==> src/sal_pkg.sv <==
// Purpose: Shared constants and types for the reference-alignment and link configuration bank
// Assumes: Byte-wide registers at their printed offsets on a plain 12-bit address port
// Notes: Status offsets 1F0h..1F2h hold the block's own state and sticky flags
package sal_pkg;

  localparam int ADDR_W = 12;
  localparam int DATA_W = 8;
  localparam int MODE_W = 6;
  localparam int STREAM_W = 4;
  localparam int LANE_W = 5;
  localparam int MAX_LANES = 16;
  localparam int EVCNT_W = 8;

  // Register offsets
  localparam logic [ADDR_W-1:0] OFS_REALIGN = 12'h0A0;
  localparam logic [ADDR_W-1:0] OFS_TERM = 12'h0A1;
  localparam logic [ADDR_W-1:0] OFS_LINK_EN = 12'h100;
  localparam logic [ADDR_W-1:0] OFS_MODE = 12'h101;
  localparam logic [ADDR_W-1:0] OFS_STREAMS = 12'h102;
  localparam logic [ADDR_W-1:0] OFS_STATUS = 12'h1F0;
  localparam logic [ADDR_W-1:0] OFS_EVCOUNT = 12'h1F1;
  localparam logic [ADDR_W-1:0] OFS_LANES = 12'h1F2;

  // Reset values
  localparam logic [DATA_W-1:0] RST_REALIGN = 8'h00;
  localparam logic [DATA_W-1:0] RST_TERM = 8'h00;
  localparam logic [DATA_W-1:0] RST_LINK_EN = 8'h00;
  localparam logic [DATA_W-1:0] RST_MODE = 8'h00;
  localparam logic [DATA_W-1:0] RST_STREAMS = 8'h01;
  localparam logic [DATA_W-1:0] RD_ZERO = 8'h00;
  localparam logic [EVCNT_W-1:0] EVCNT_ZERO = 8'h00;
  localparam logic [EVCNT_W-1:0] EVCNT_ONE = 8'h01;
  localparam logic [EVCNT_W-1:0] EVCNT_MAX = 8'hFF;

  // Field positions
  localparam int BIT_REALIGN_EN = 0;
  localparam int BIT_TERM_SE = 0;
  localparam int BIT_LINK_EN = 0;
  localparam int MODE_LSB = 0;
  localparam int STREAM_LSB = 0;

  // Status register bits
  localparam int STS_LINK_EN_MISUSE = 0;
  localparam int STS_CFG_MISUSE = 1;
  localparam int STS_LINK_ACTIVE = 2;
  localparam int STS_REALIGN_ON = 3;

  typedef struct packed {
    logic [STREAM_W-1:0] max_streams;
    logic [LANE_W-1:0] lane_count;
  } sal_mode_info_type;

  typedef struct packed {
    logic realign_enable;
    logic term_single_ended;
    logic link_rst_n;
    logic phy_enable;
    logic lmfc_rst_n;
    logic [MODE_W-1:0] mode;
    logic [STREAM_W-1:0] streams;
  } sal_link_ctl_type;

  typedef struct packed {
    logic divider_realign;
    logic link_realign;
    logic lmfc_realign;
  } sal_realign_type;

endpackage

==> src/sal_lane_calc.sv <==
// Purpose: Works out how many serial lanes to enable and drives the per-lane enables
// Assumes: Mode maximum stream count and lane count arrive from the mode lookup
// Notes: Result is registered; a zero mode maximum enables no lanes
`timescale 1ns/1ps
module sal_lane_calc #(
  parameter int MAX_LANES = sal_pkg::MAX_LANES
) (
  input wire logic clk,
  input wire logic nrst,
  input wire logic link_on,
  input wire logic [sal_pkg::STREAM_W-1:0] streams,
  input wire sal_pkg::sal_mode_info_type mode_info,
  output logic [sal_pkg::LANE_W-1:0] lane_total,
  output logic [MAX_LANES-1:0] lane_enable
);

  localparam logic [sal_pkg::LANE_W-1:0] LANE_CAP = sal_pkg::LANE_W'(MAX_LANES);
  localparam logic [sal_pkg::LANE_W-1:0] LANE_NONE = 5'h00;

  logic [sal_pkg::LANE_W-1:0] lane_total_reg;
  logic [sal_pkg::LANE_W-1:0] lane_total_next;
  logic [MAX_LANES-1:0] lane_enable_reg;
  logic [MAX_LANES-1:0] lane_enable_next;
  wire logic [sal_pkg::LANE_W-1:0] stream_sum;
  wire logic [sal_pkg::LANE_W-1:0] group_count;
  wire logic [2*sal_pkg::LANE_W-1:0] lane_product;

  // Ceiling of streams over the mode maximum, times the lanes per group
  assign stream_sum = sal_pkg::LANE_W'({1'b0, streams} + {1'b0, mode_info.max_streams} - 5'h01);
  assign group_count = (mode_info.max_streams == 4'h0) ? LANE_NONE :
                       sal_pkg::LANE_W'(stream_sum / {1'b0, mode_info.max_streams});
  assign lane_product = group_count * mode_info.lane_count;
  assign lane_total_next = !link_on ? LANE_NONE :
                           (lane_product > {5'h00, LANE_CAP}) ? LANE_CAP :
                           lane_product[sal_pkg::LANE_W-1:0];

  genvar gi;
  generate
    for (gi = 0; gi < MAX_LANES; gi++) begin : g_lane
      assign lane_enable_next[gi] = (sal_pkg::LANE_W'(gi) < lane_total_next);
    end
  endgenerate

  always_ff @(posedge clk) begin
    if (!nrst) begin
      lane_total_reg <= LANE_NONE;
      lane_enable_reg <= '0;
    end else begin
      lane_total_reg <= lane_total_next;
      lane_enable_reg <= lane_enable_next;
    end
  end

  assign lane_total = lane_total_reg;
  assign lane_enable = lane_enable_reg;

endmodule

==> src/sal_config_bank.sv <==
// Purpose: Configuration bank for reference-edge realignment, reference termination,
//   serial link enable, link mode and sample stream count
// Assumes: Plain register port, read data valid the cycle after the read strobe;
//   the reference input and datapath enable are synchronous to clk
// Notes: Reserved bits are stored and read back but steer nothing
// Notes on behaviour
// - With the realignment enable set, every detected reference edge realigns the divider, and the link subsystem too if the link is on; otherwise none does.
// - The termination select bit picks 100 ohm differential at 0 and 50 ohm single-ended to ground at 1.
// - A set link enable activates the serial interface, a clear one holds the link subsystem in reset and the PHY off.
// - With the link disabled the multiframe counter is held in reset so reference edges do not align it.
// - A six-bit link mode field sits in the low bits of its register and resets to zero.
// - A four-bit stream count field sits in bits 3 to 0 and resets to one.
//
// Implementation choice: the strobed register port.
`timescale 1ns/1ps
module sal_config_bank #(
  parameter int MAX_LANES = sal_pkg::MAX_LANES
) (
  input wire logic clk,
  input wire logic nrst,
  input wire logic [sal_pkg::ADDR_W-1:0] reg_addr,
  input wire logic [sal_pkg::DATA_W-1:0] reg_wdata,
  input wire logic reg_wr,
  input wire logic reg_rd,
  output logic [sal_pkg::DATA_W-1:0] reg_rdata,
  input wire logic sysref_in,
  input wire logic datapath_enable,
  input wire sal_pkg::sal_mode_info_type mode_info,
  output sal_pkg::sal_link_ctl_type link_ctl,
  output sal_pkg::sal_realign_type realign,
  output logic [sal_pkg::LANE_W-1:0] lane_total,
  output logic [MAX_LANES-1:0] lane_enable
);

  // Stored registers
  logic [sal_pkg::DATA_W-1:0] realign_ctrl_reg;
  logic [sal_pkg::DATA_W-1:0] realign_ctrl_next;
  logic [sal_pkg::DATA_W-1:0] term_cfg_reg;
  logic [sal_pkg::DATA_W-1:0] term_cfg_next;
  logic [sal_pkg::DATA_W-1:0] link_en_reg;
  logic [sal_pkg::DATA_W-1:0] link_en_next;
  logic [sal_pkg::DATA_W-1:0] mode_reg;
  logic [sal_pkg::DATA_W-1:0] mode_next;
  logic [sal_pkg::DATA_W-1:0] streams_reg;
  logic [sal_pkg::DATA_W-1:0] streams_next;
  logic [sal_pkg::DATA_W-1:0] rdata_reg;
  logic [sal_pkg::DATA_W-1:0] rdata_next;

  // Own state
  logic sysref_prev_reg;
  logic link_misuse_reg;
  logic link_misuse_next;
  logic cfg_misuse_reg;
  logic cfg_misuse_next;
  logic [sal_pkg::EVCNT_W-1:0] evcount_reg;
  logic [sal_pkg::EVCNT_W-1:0] evcount_next;
  sal_pkg::sal_realign_type realign_reg;
  sal_pkg::sal_realign_type realign_next;
  sal_pkg::sal_link_ctl_type link_ctl_reg;
  sal_pkg::sal_link_ctl_type link_ctl_next;

  // Address decode
  wire logic hit_realign;
  wire logic hit_term;
  wire logic hit_link_en;
  wire logic hit_mode;
  wire logic hit_streams;
  wire logic hit_status;
  wire logic hit_evcount;
  wire logic hit_lanes;

  assign hit_realign = (reg_addr == sal_pkg::OFS_REALIGN);
  assign hit_term = (reg_addr == sal_pkg::OFS_TERM);
  assign hit_link_en = (reg_addr == sal_pkg::OFS_LINK_EN);
  assign hit_mode = (reg_addr == sal_pkg::OFS_MODE);
  assign hit_streams = (reg_addr == sal_pkg::OFS_STREAMS);
  assign hit_status = (reg_addr == sal_pkg::OFS_STATUS);
  assign hit_evcount = (reg_addr == sal_pkg::OFS_EVCOUNT);
  assign hit_lanes = (reg_addr == sal_pkg::OFS_LANES);

  wire logic wr_realign;
  wire logic wr_term;
  wire logic wr_link_en;
  wire logic wr_mode;
  wire logic wr_streams;
  wire logic wr_status;
  wire logic wr_evcount;

  assign wr_realign = reg_wr && hit_realign;
  assign wr_term = reg_wr && hit_term;
  assign wr_link_en = reg_wr && hit_link_en;
  assign wr_mode = reg_wr && hit_mode;
  assign wr_streams = reg_wr && hit_streams;
  assign wr_status = reg_wr && hit_status;
  assign wr_evcount = reg_wr && hit_evcount;

  // Only the documented field bits steer anything
  wire logic realign_en;
  wire logic term_se;
  wire logic link_on;
  wire logic [sal_pkg::MODE_W-1:0] mode_field;
  wire logic [sal_pkg::STREAM_W-1:0] stream_field;

  assign realign_en = realign_ctrl_reg[sal_pkg::BIT_REALIGN_EN];
  assign term_se = term_cfg_reg[sal_pkg::BIT_TERM_SE];
  assign link_on = link_en_reg[sal_pkg::BIT_LINK_EN];
  assign mode_field = mode_reg[sal_pkg::MODE_LSB +: sal_pkg::MODE_W];
  assign stream_field = streams_reg[sal_pkg::STREAM_LSB +: sal_pkg::STREAM_W];

  // Register writes; whole bytes are kept so reserved bits read back as written
  assign realign_ctrl_next = wr_realign ? reg_wdata : realign_ctrl_reg;
  assign term_cfg_next = wr_term ? reg_wdata : term_cfg_reg;
  assign link_en_next = wr_link_en ? reg_wdata : link_en_reg;
  assign mode_next = wr_mode ? reg_wdata : mode_reg;
  assign streams_next = wr_streams ? reg_wdata : streams_reg;

  // Reference edge detection and realignment pulses
  wire logic sysref_edge;
  wire logic link_en_change;
  wire logic cfg_change;

  assign sysref_edge = sysref_in && !sysref_prev_reg;
  assign realign_next.divider_realign = sysref_edge && realign_en;
  assign realign_next.link_realign = sysref_edge && realign_en && link_on;
  assign realign_next.lmfc_realign = sysref_edge && realign_en && link_on;

  // Saturating count of realignment events, cleared by a write of any value to its own offset
  assign evcount_next = wr_evcount ? sal_pkg::EVCNT_ZERO :
                        (realign_next.divider_realign && evcount_reg != sal_pkg::EVCNT_MAX) ?
                        evcount_reg + sal_pkg::EVCNT_ONE : evcount_reg;

  // Sticky flags for out-of-order programming; a new event beats a clear
  assign link_en_change = wr_link_en &&
                          (reg_wdata[sal_pkg::BIT_LINK_EN] != link_on) &&
                          datapath_enable;
  assign cfg_change = (wr_mode || wr_streams) && link_on;
  assign link_misuse_next = link_en_change ? 1'b1 :
                            (wr_status && reg_wdata[sal_pkg::STS_LINK_EN_MISUSE]) ? 1'b0 :
                            link_misuse_reg;
  assign cfg_misuse_next = cfg_change ? 1'b1 :
                           (wr_status && reg_wdata[sal_pkg::STS_CFG_MISUSE]) ? 1'b0 :
                           cfg_misuse_reg;

  // Control outputs are registered from the next field values, so they change in the same cycle as the stored fields
  wire logic next_link_on;
  assign next_link_on = link_en_next[sal_pkg::BIT_LINK_EN];
  assign link_ctl_next.realign_enable = realign_ctrl_next[sal_pkg::BIT_REALIGN_EN];
  assign link_ctl_next.term_single_ended = term_cfg_next[sal_pkg::BIT_TERM_SE];
  assign link_ctl_next.link_rst_n = next_link_on;
  assign link_ctl_next.phy_enable = next_link_on;
  assign link_ctl_next.lmfc_rst_n = next_link_on;
  assign link_ctl_next.mode = mode_next[sal_pkg::MODE_LSB +: sal_pkg::MODE_W];
  assign link_ctl_next.streams = streams_next[sal_pkg::STREAM_LSB +: sal_pkg::STREAM_W];

  // Status view of the block's own state
  wire logic [sal_pkg::DATA_W-1:0] status_view;
  wire logic [sal_pkg::DATA_W-1:0] lanes_view;
  assign status_view = {4'h0, realign_en, link_on, cfg_misuse_reg, link_misuse_reg};
  assign lanes_view = sal_pkg::DATA_W'(lane_total);

  // Read mux; unmapped addresses read zero
  assign rdata_next = !reg_rd ? sal_pkg::RD_ZERO :
                      hit_realign ? realign_ctrl_reg :
                      hit_term ? term_cfg_reg :
                      hit_link_en ? link_en_reg :
                      hit_mode ? mode_reg :
                      hit_streams ? streams_reg :
                      hit_status ? status_view :
                      hit_evcount ? evcount_reg :
                      hit_lanes ? lanes_view :
                      sal_pkg::RD_ZERO;

  always_ff @(posedge clk) begin
    if (!nrst) begin
      realign_ctrl_reg <= sal_pkg::RST_REALIGN;
      term_cfg_reg <= sal_pkg::RST_TERM;
      link_en_reg <= sal_pkg::RST_LINK_EN;
      mode_reg <= sal_pkg::RST_MODE;
      streams_reg <= sal_pkg::RST_STREAMS;
    end else begin
      realign_ctrl_reg <= realign_ctrl_next;
      term_cfg_reg <= term_cfg_next;
      link_en_reg <= link_en_next;
      mode_reg <= mode_next;
      streams_reg <= streams_next;
    end
  end

  always_ff @(posedge clk) begin
    if (!nrst) begin
      sysref_prev_reg <= 1'b0;
      link_misuse_reg <= 1'b0;
      cfg_misuse_reg <= 1'b0;
      evcount_reg <= sal_pkg::EVCNT_ZERO;
      rdata_reg <= sal_pkg::RD_ZERO;
    end else begin
      sysref_prev_reg <= sysref_in;
      link_misuse_reg <= link_misuse_next;
      cfg_misuse_reg <= cfg_misuse_next;
      evcount_reg <= evcount_next;
      rdata_reg <= rdata_next;
    end
  end

  always_ff @(posedge clk) begin
    if (!nrst) begin
      realign_reg <= '0;
      link_ctl_reg <= '{realign_enable: 1'b0, term_single_ended: 1'b0,
                        link_rst_n: 1'b0, phy_enable: 1'b0, lmfc_rst_n: 1'b0,
                        mode: sal_pkg::RST_MODE[sal_pkg::MODE_W-1:0],
                        streams: sal_pkg::RST_STREAMS[sal_pkg::STREAM_W-1:0]};
    end else begin
      realign_reg <= realign_next;
      link_ctl_reg <= link_ctl_next;
    end
  end

  sal_lane_calc #(
    .MAX_LANES(MAX_LANES)
  ) u_lane_calc (
    .clk(clk),
    .nrst(nrst),
    .link_on(link_on),
    .streams(stream_field),
    .mode_info(mode_info),
    .lane_total(lane_total),
    .lane_enable(lane_enable)
  );

  assign reg_rdata = rdata_reg;
  assign link_ctl = link_ctl_reg;
  assign realign = realign_reg;

endmodule

==> config.mk <==
export PLATFORM = sky130hd
export DESIGN_NAME = sal_config_bank
export DESIGN_NICKNAME = d
export VERILOG_FILES = /design/src/sal_pkg.sv /design/src/sal_lane_calc.sv /design/src/sal_config_bank.sv
export SDC_FILE = /design/constraint.sdc
export NUM_CORES = 1
export LEC_CHECK = 0
export ABC_AREA = 1
export BUFFER_PORTS_ARGS = -buffer_cell sky130_fd_sc_hd__buf_4
export CAP_MARGIN = 20
export CORE_MARGIN = 2
export CORE_UTILIZATION = 55
export CTS_BUF_LIST = sky130_fd_sc_hd__clkbuf_16
export DETAILED_ROUTE_END_ITERATION = 6
export HOLD_SLACK_MARGIN = 0.12
export PLACE_DENSITY = 0.78
export SYNTH_ARGS = -nofsm -noshare
export SYNTH_HDL_FRONTEND = slang
export SYNTH_SLANG_ARGS = --single-unit
==> constraint.sdc <==
create_clock -name clk -period 32 [get_ports clk]
set_clock_uncertainty 0.1 [all_clocks]
set_input_delay 6.4 -clock clk [delete_from_list [all_inputs] [get_ports clk]]
set_output_delay 6.4 -clock clk [all_outputs]
set_load 0.05 [all_outputs]
==> results.yml <==
outcome:
  status: "finished, final reports clean"
worst_setup_path:
  cpPeakStageDelay_ns: 0.55
  critical_path_peak_fanout: 8
  cpMostUsedCell: "nand2_1"
  crit_path_start: "mode_info[7]"
  r2r-start: "link_ctl[2]"
  crit_slowest_cell: "fa_1"
  critical_path_class: "input port to flip-flop"
  endpoint_kind: "flip-flop"
  start_kind: "input port"
  cp.required_ns: 32.17
  critPathArrivalTime_ns: 15.66
sta:
  slew_headroom_pct: 41.8
  drv_slew: 0
  setup_tns_ns: 0
  finalCriticalPeriod_ns: 15.50
  final_hold_viol_count: 0
  fmax_mhz: 64.5
  tightest_slew_ns: 0.869
  setup_viol: 0
  finalCritPeriodShare_pct: 48.4
  rsz0062_at_grt: "false"
  hold_slack_ns: 0.358
route:
  wirelength_um: 13300
  via_count: 4885
  firstDrtPassIters: 5
  drtIter0Drc: 372
  drc_errors: 0
  avgRoutedWirePerCell_um: 15.1
  drt.antenna.violating_nets: 0
  viasPerCell: 5.56
floorplan:
  fp.dieW_um: 100
  fp.dieH_um: 100
  dieArea_um2: 10000
  coreArea_um2: 9110
  pin_count: 82
  start_util_pct: 55.7
  fp-row-count: 35
global_route:
  grtUsageTotal_pct: 26.5
  grt_use_met2_pct: 44.5
  gr-total-overflow: 0
  grt_pass1_wl_um: 21400
  first_global_vias: 4593
  grtUsageMet3_pct: 4.74
  grt_use_met1_pct: 35.2
  antenna_found_initial: 0
  grt_max_degree: 40
  top_usage_layer: "met2"
logic_synthesis:
  synth_adder_area_share_pct: 14.3
  ys.flop_type: "dfxtp_1"
  yosys_register_bits: 81
  avgSynthCellArea_um2: 7.26
  synthSimpleGateAreaFrac_pct: 20.8
  synth_cells: 699
  synth_area_um2: 5080
  ys_seq_area_share_pct: 31.9
  synth_fp_nets: 786
  ys_warn_count: 0
  async_reset_ff_share_pct: 0
  synth-edff-count: 0
  synth_top_family_by_area: "simple AND/OR/NAND/NOR gates"
  synth_compound_area_share_pct: 18.5
  synth_mux_area_share_pct: 0
  synth-xor-area-share_pct: 2.24
  ys_types: 37
clock_tree:
  clock_sinks: 81
  clk_path_buf_depth: 2
  cts_tree: "yes"
  htreeDepth: 3
  holdBufCountCts: 0
  cts_resized: 0
  root_buffer: "clkbuf_16"
  postCtsSetupBuffers: 0
  clk_pin_slew_ns: 0.06
  tritoncts.num_buffers: 9
  clkLatencyLatePin_ns: 0.34
final_layout:
  diodes: 0
  largest_reg_flops: 16
  fin_nets: 849
  drive_gt1_share_pct: 15.4
  area_growth_pct: 17.2
  final_cell_area_um2: 5950
job:
  drv_cap: 0
power:
  powerDensity_nw_per_um2: 54.7
  vdd_drop_max_mv: 0.0372
  p_leak_nw: 2.86
hold_path:
  hold_start: "realign_ctrl_reg[7]"
  hold_class: "flip-flop to flip-flop"
place:
  port_buffers: 81
  hpwl_um: 10100
  gp_congestion: 0.897
  placed_area_um2: 5650
## synthesized netlist by cell type, types with 3 or more instances
cell	instances	share of area, %
a31oi_1	13	1.6
buf_4	18	2.7
o211ai_1	17	2.5
nand2_1	114	8.4
clkbuf_1	10	0.74
o21ai_1	7	0.69
inv_1	116	8.6
nor2_2	5	0.62
ha_1	42	10
o21ai_0	55	5.4
a21oi_2	3	0.52
fa_1	10	3.9
nor2_1	62	4.6
nand3_1	32	3.2
o22ai_1	4	0.49
xnor2_1	5	0.86
xor2_1	8	1.4
a21oi_1	61	6.0
dfxtp_1	81	32
nor3_1	7	0.69
nand4_1	7	0.86
## per-stage QoR
step           util, %  instances  power (mW)  worst slack [ns]
2_1_floorplan        -        699       0.196             17.35
3_3_place_gp      62.0        862       0.218             16.70
3_5_place_dp      62.0        862       0.222             16.28
4_1_cts           65.3        878       0.324             16.61
5_1_grt           65.3        878       0.346             15.62
6_report          65.3        878       0.325             16.50
## power breakdown
part           switching, mW  internal (mW)  total (mW)
Combinational         0.0773         0.0432       0.120
Sequential         0.0000293          0.101       0.101
Clock                 0.0426         0.0612       0.104
## kinds of logic (layout without fill, tap and decap cells)
logic type / Yosys count / in the layout
buffers and inverters: 147 / 215
DFF: 81 / 81
AOI/OAI and AO/OA: 167 / 167
and+or+nand+nor: 239 / 239
adders and majority gates: 52 / 52
xor gates and xnor gates: 13 / 13
## cell usage in the layout, fill, tap and decap left out, drive strengths merged, types with 4 or more instances in the layout
master and count:
a21oi 64, a31oi 13, buf 81, clkbuf 9
dfxtp 81, fa 10, ha 42, inv 120
nand2 115, nand3 34, nand4 8, nor2 69
nor3 9, o211ai 17, o21ai 64, o22ai 4
xnor2 5, xor2 8
## final cells by class
type / count / area (µm²)
Fill cell: 793 / 3160
Clock buffer: 9 / 225
Inverter: 118 / 443
Sequential cell: 81 / 1620
Multi-Input combinational cell: 471 / 2830
Clock inverter: 7 / 78.8
Timing Repair Buffer: 81 / 608
Tap cell: 111 / 139
## worst paths after layout
kind | end | slack [ns] | depth (start not counted)
setup / recovery | u_lane_calc.lane_enable[2] | 16.50 | 54
hold / removal | realign_ctrl_reg[7] | 0.36 | 2
setup reg to reg | u_lane_calc.lane_enable[2] | 22.29 | 53
hold reg to reg | realign_ctrl_reg[7] | 0.36 | 2
## metal layers
| layer | share of wire, % | routed length [µm] |
|---|---|---|
| met2 | 46 | 6130 |
| met5 | 0 | 0 |
| met1 | 44 | 5870 |
| met4 | 1.6 | 210 |
| met3 | 7.9 | 1050 |
## critical path, delay by kind of cell
kind,cells,cell delay [ns]
AO/OA/AOI/OAI,13,2.31
AND/OR/NAND/NOR,22,2.24
adder cells (fa/ha/maj),11,3.99
XOR/XNOR,1,0.16
buffers and inverters,7,0.53
No activity file was read; power rests on OpenSTA's default activity.
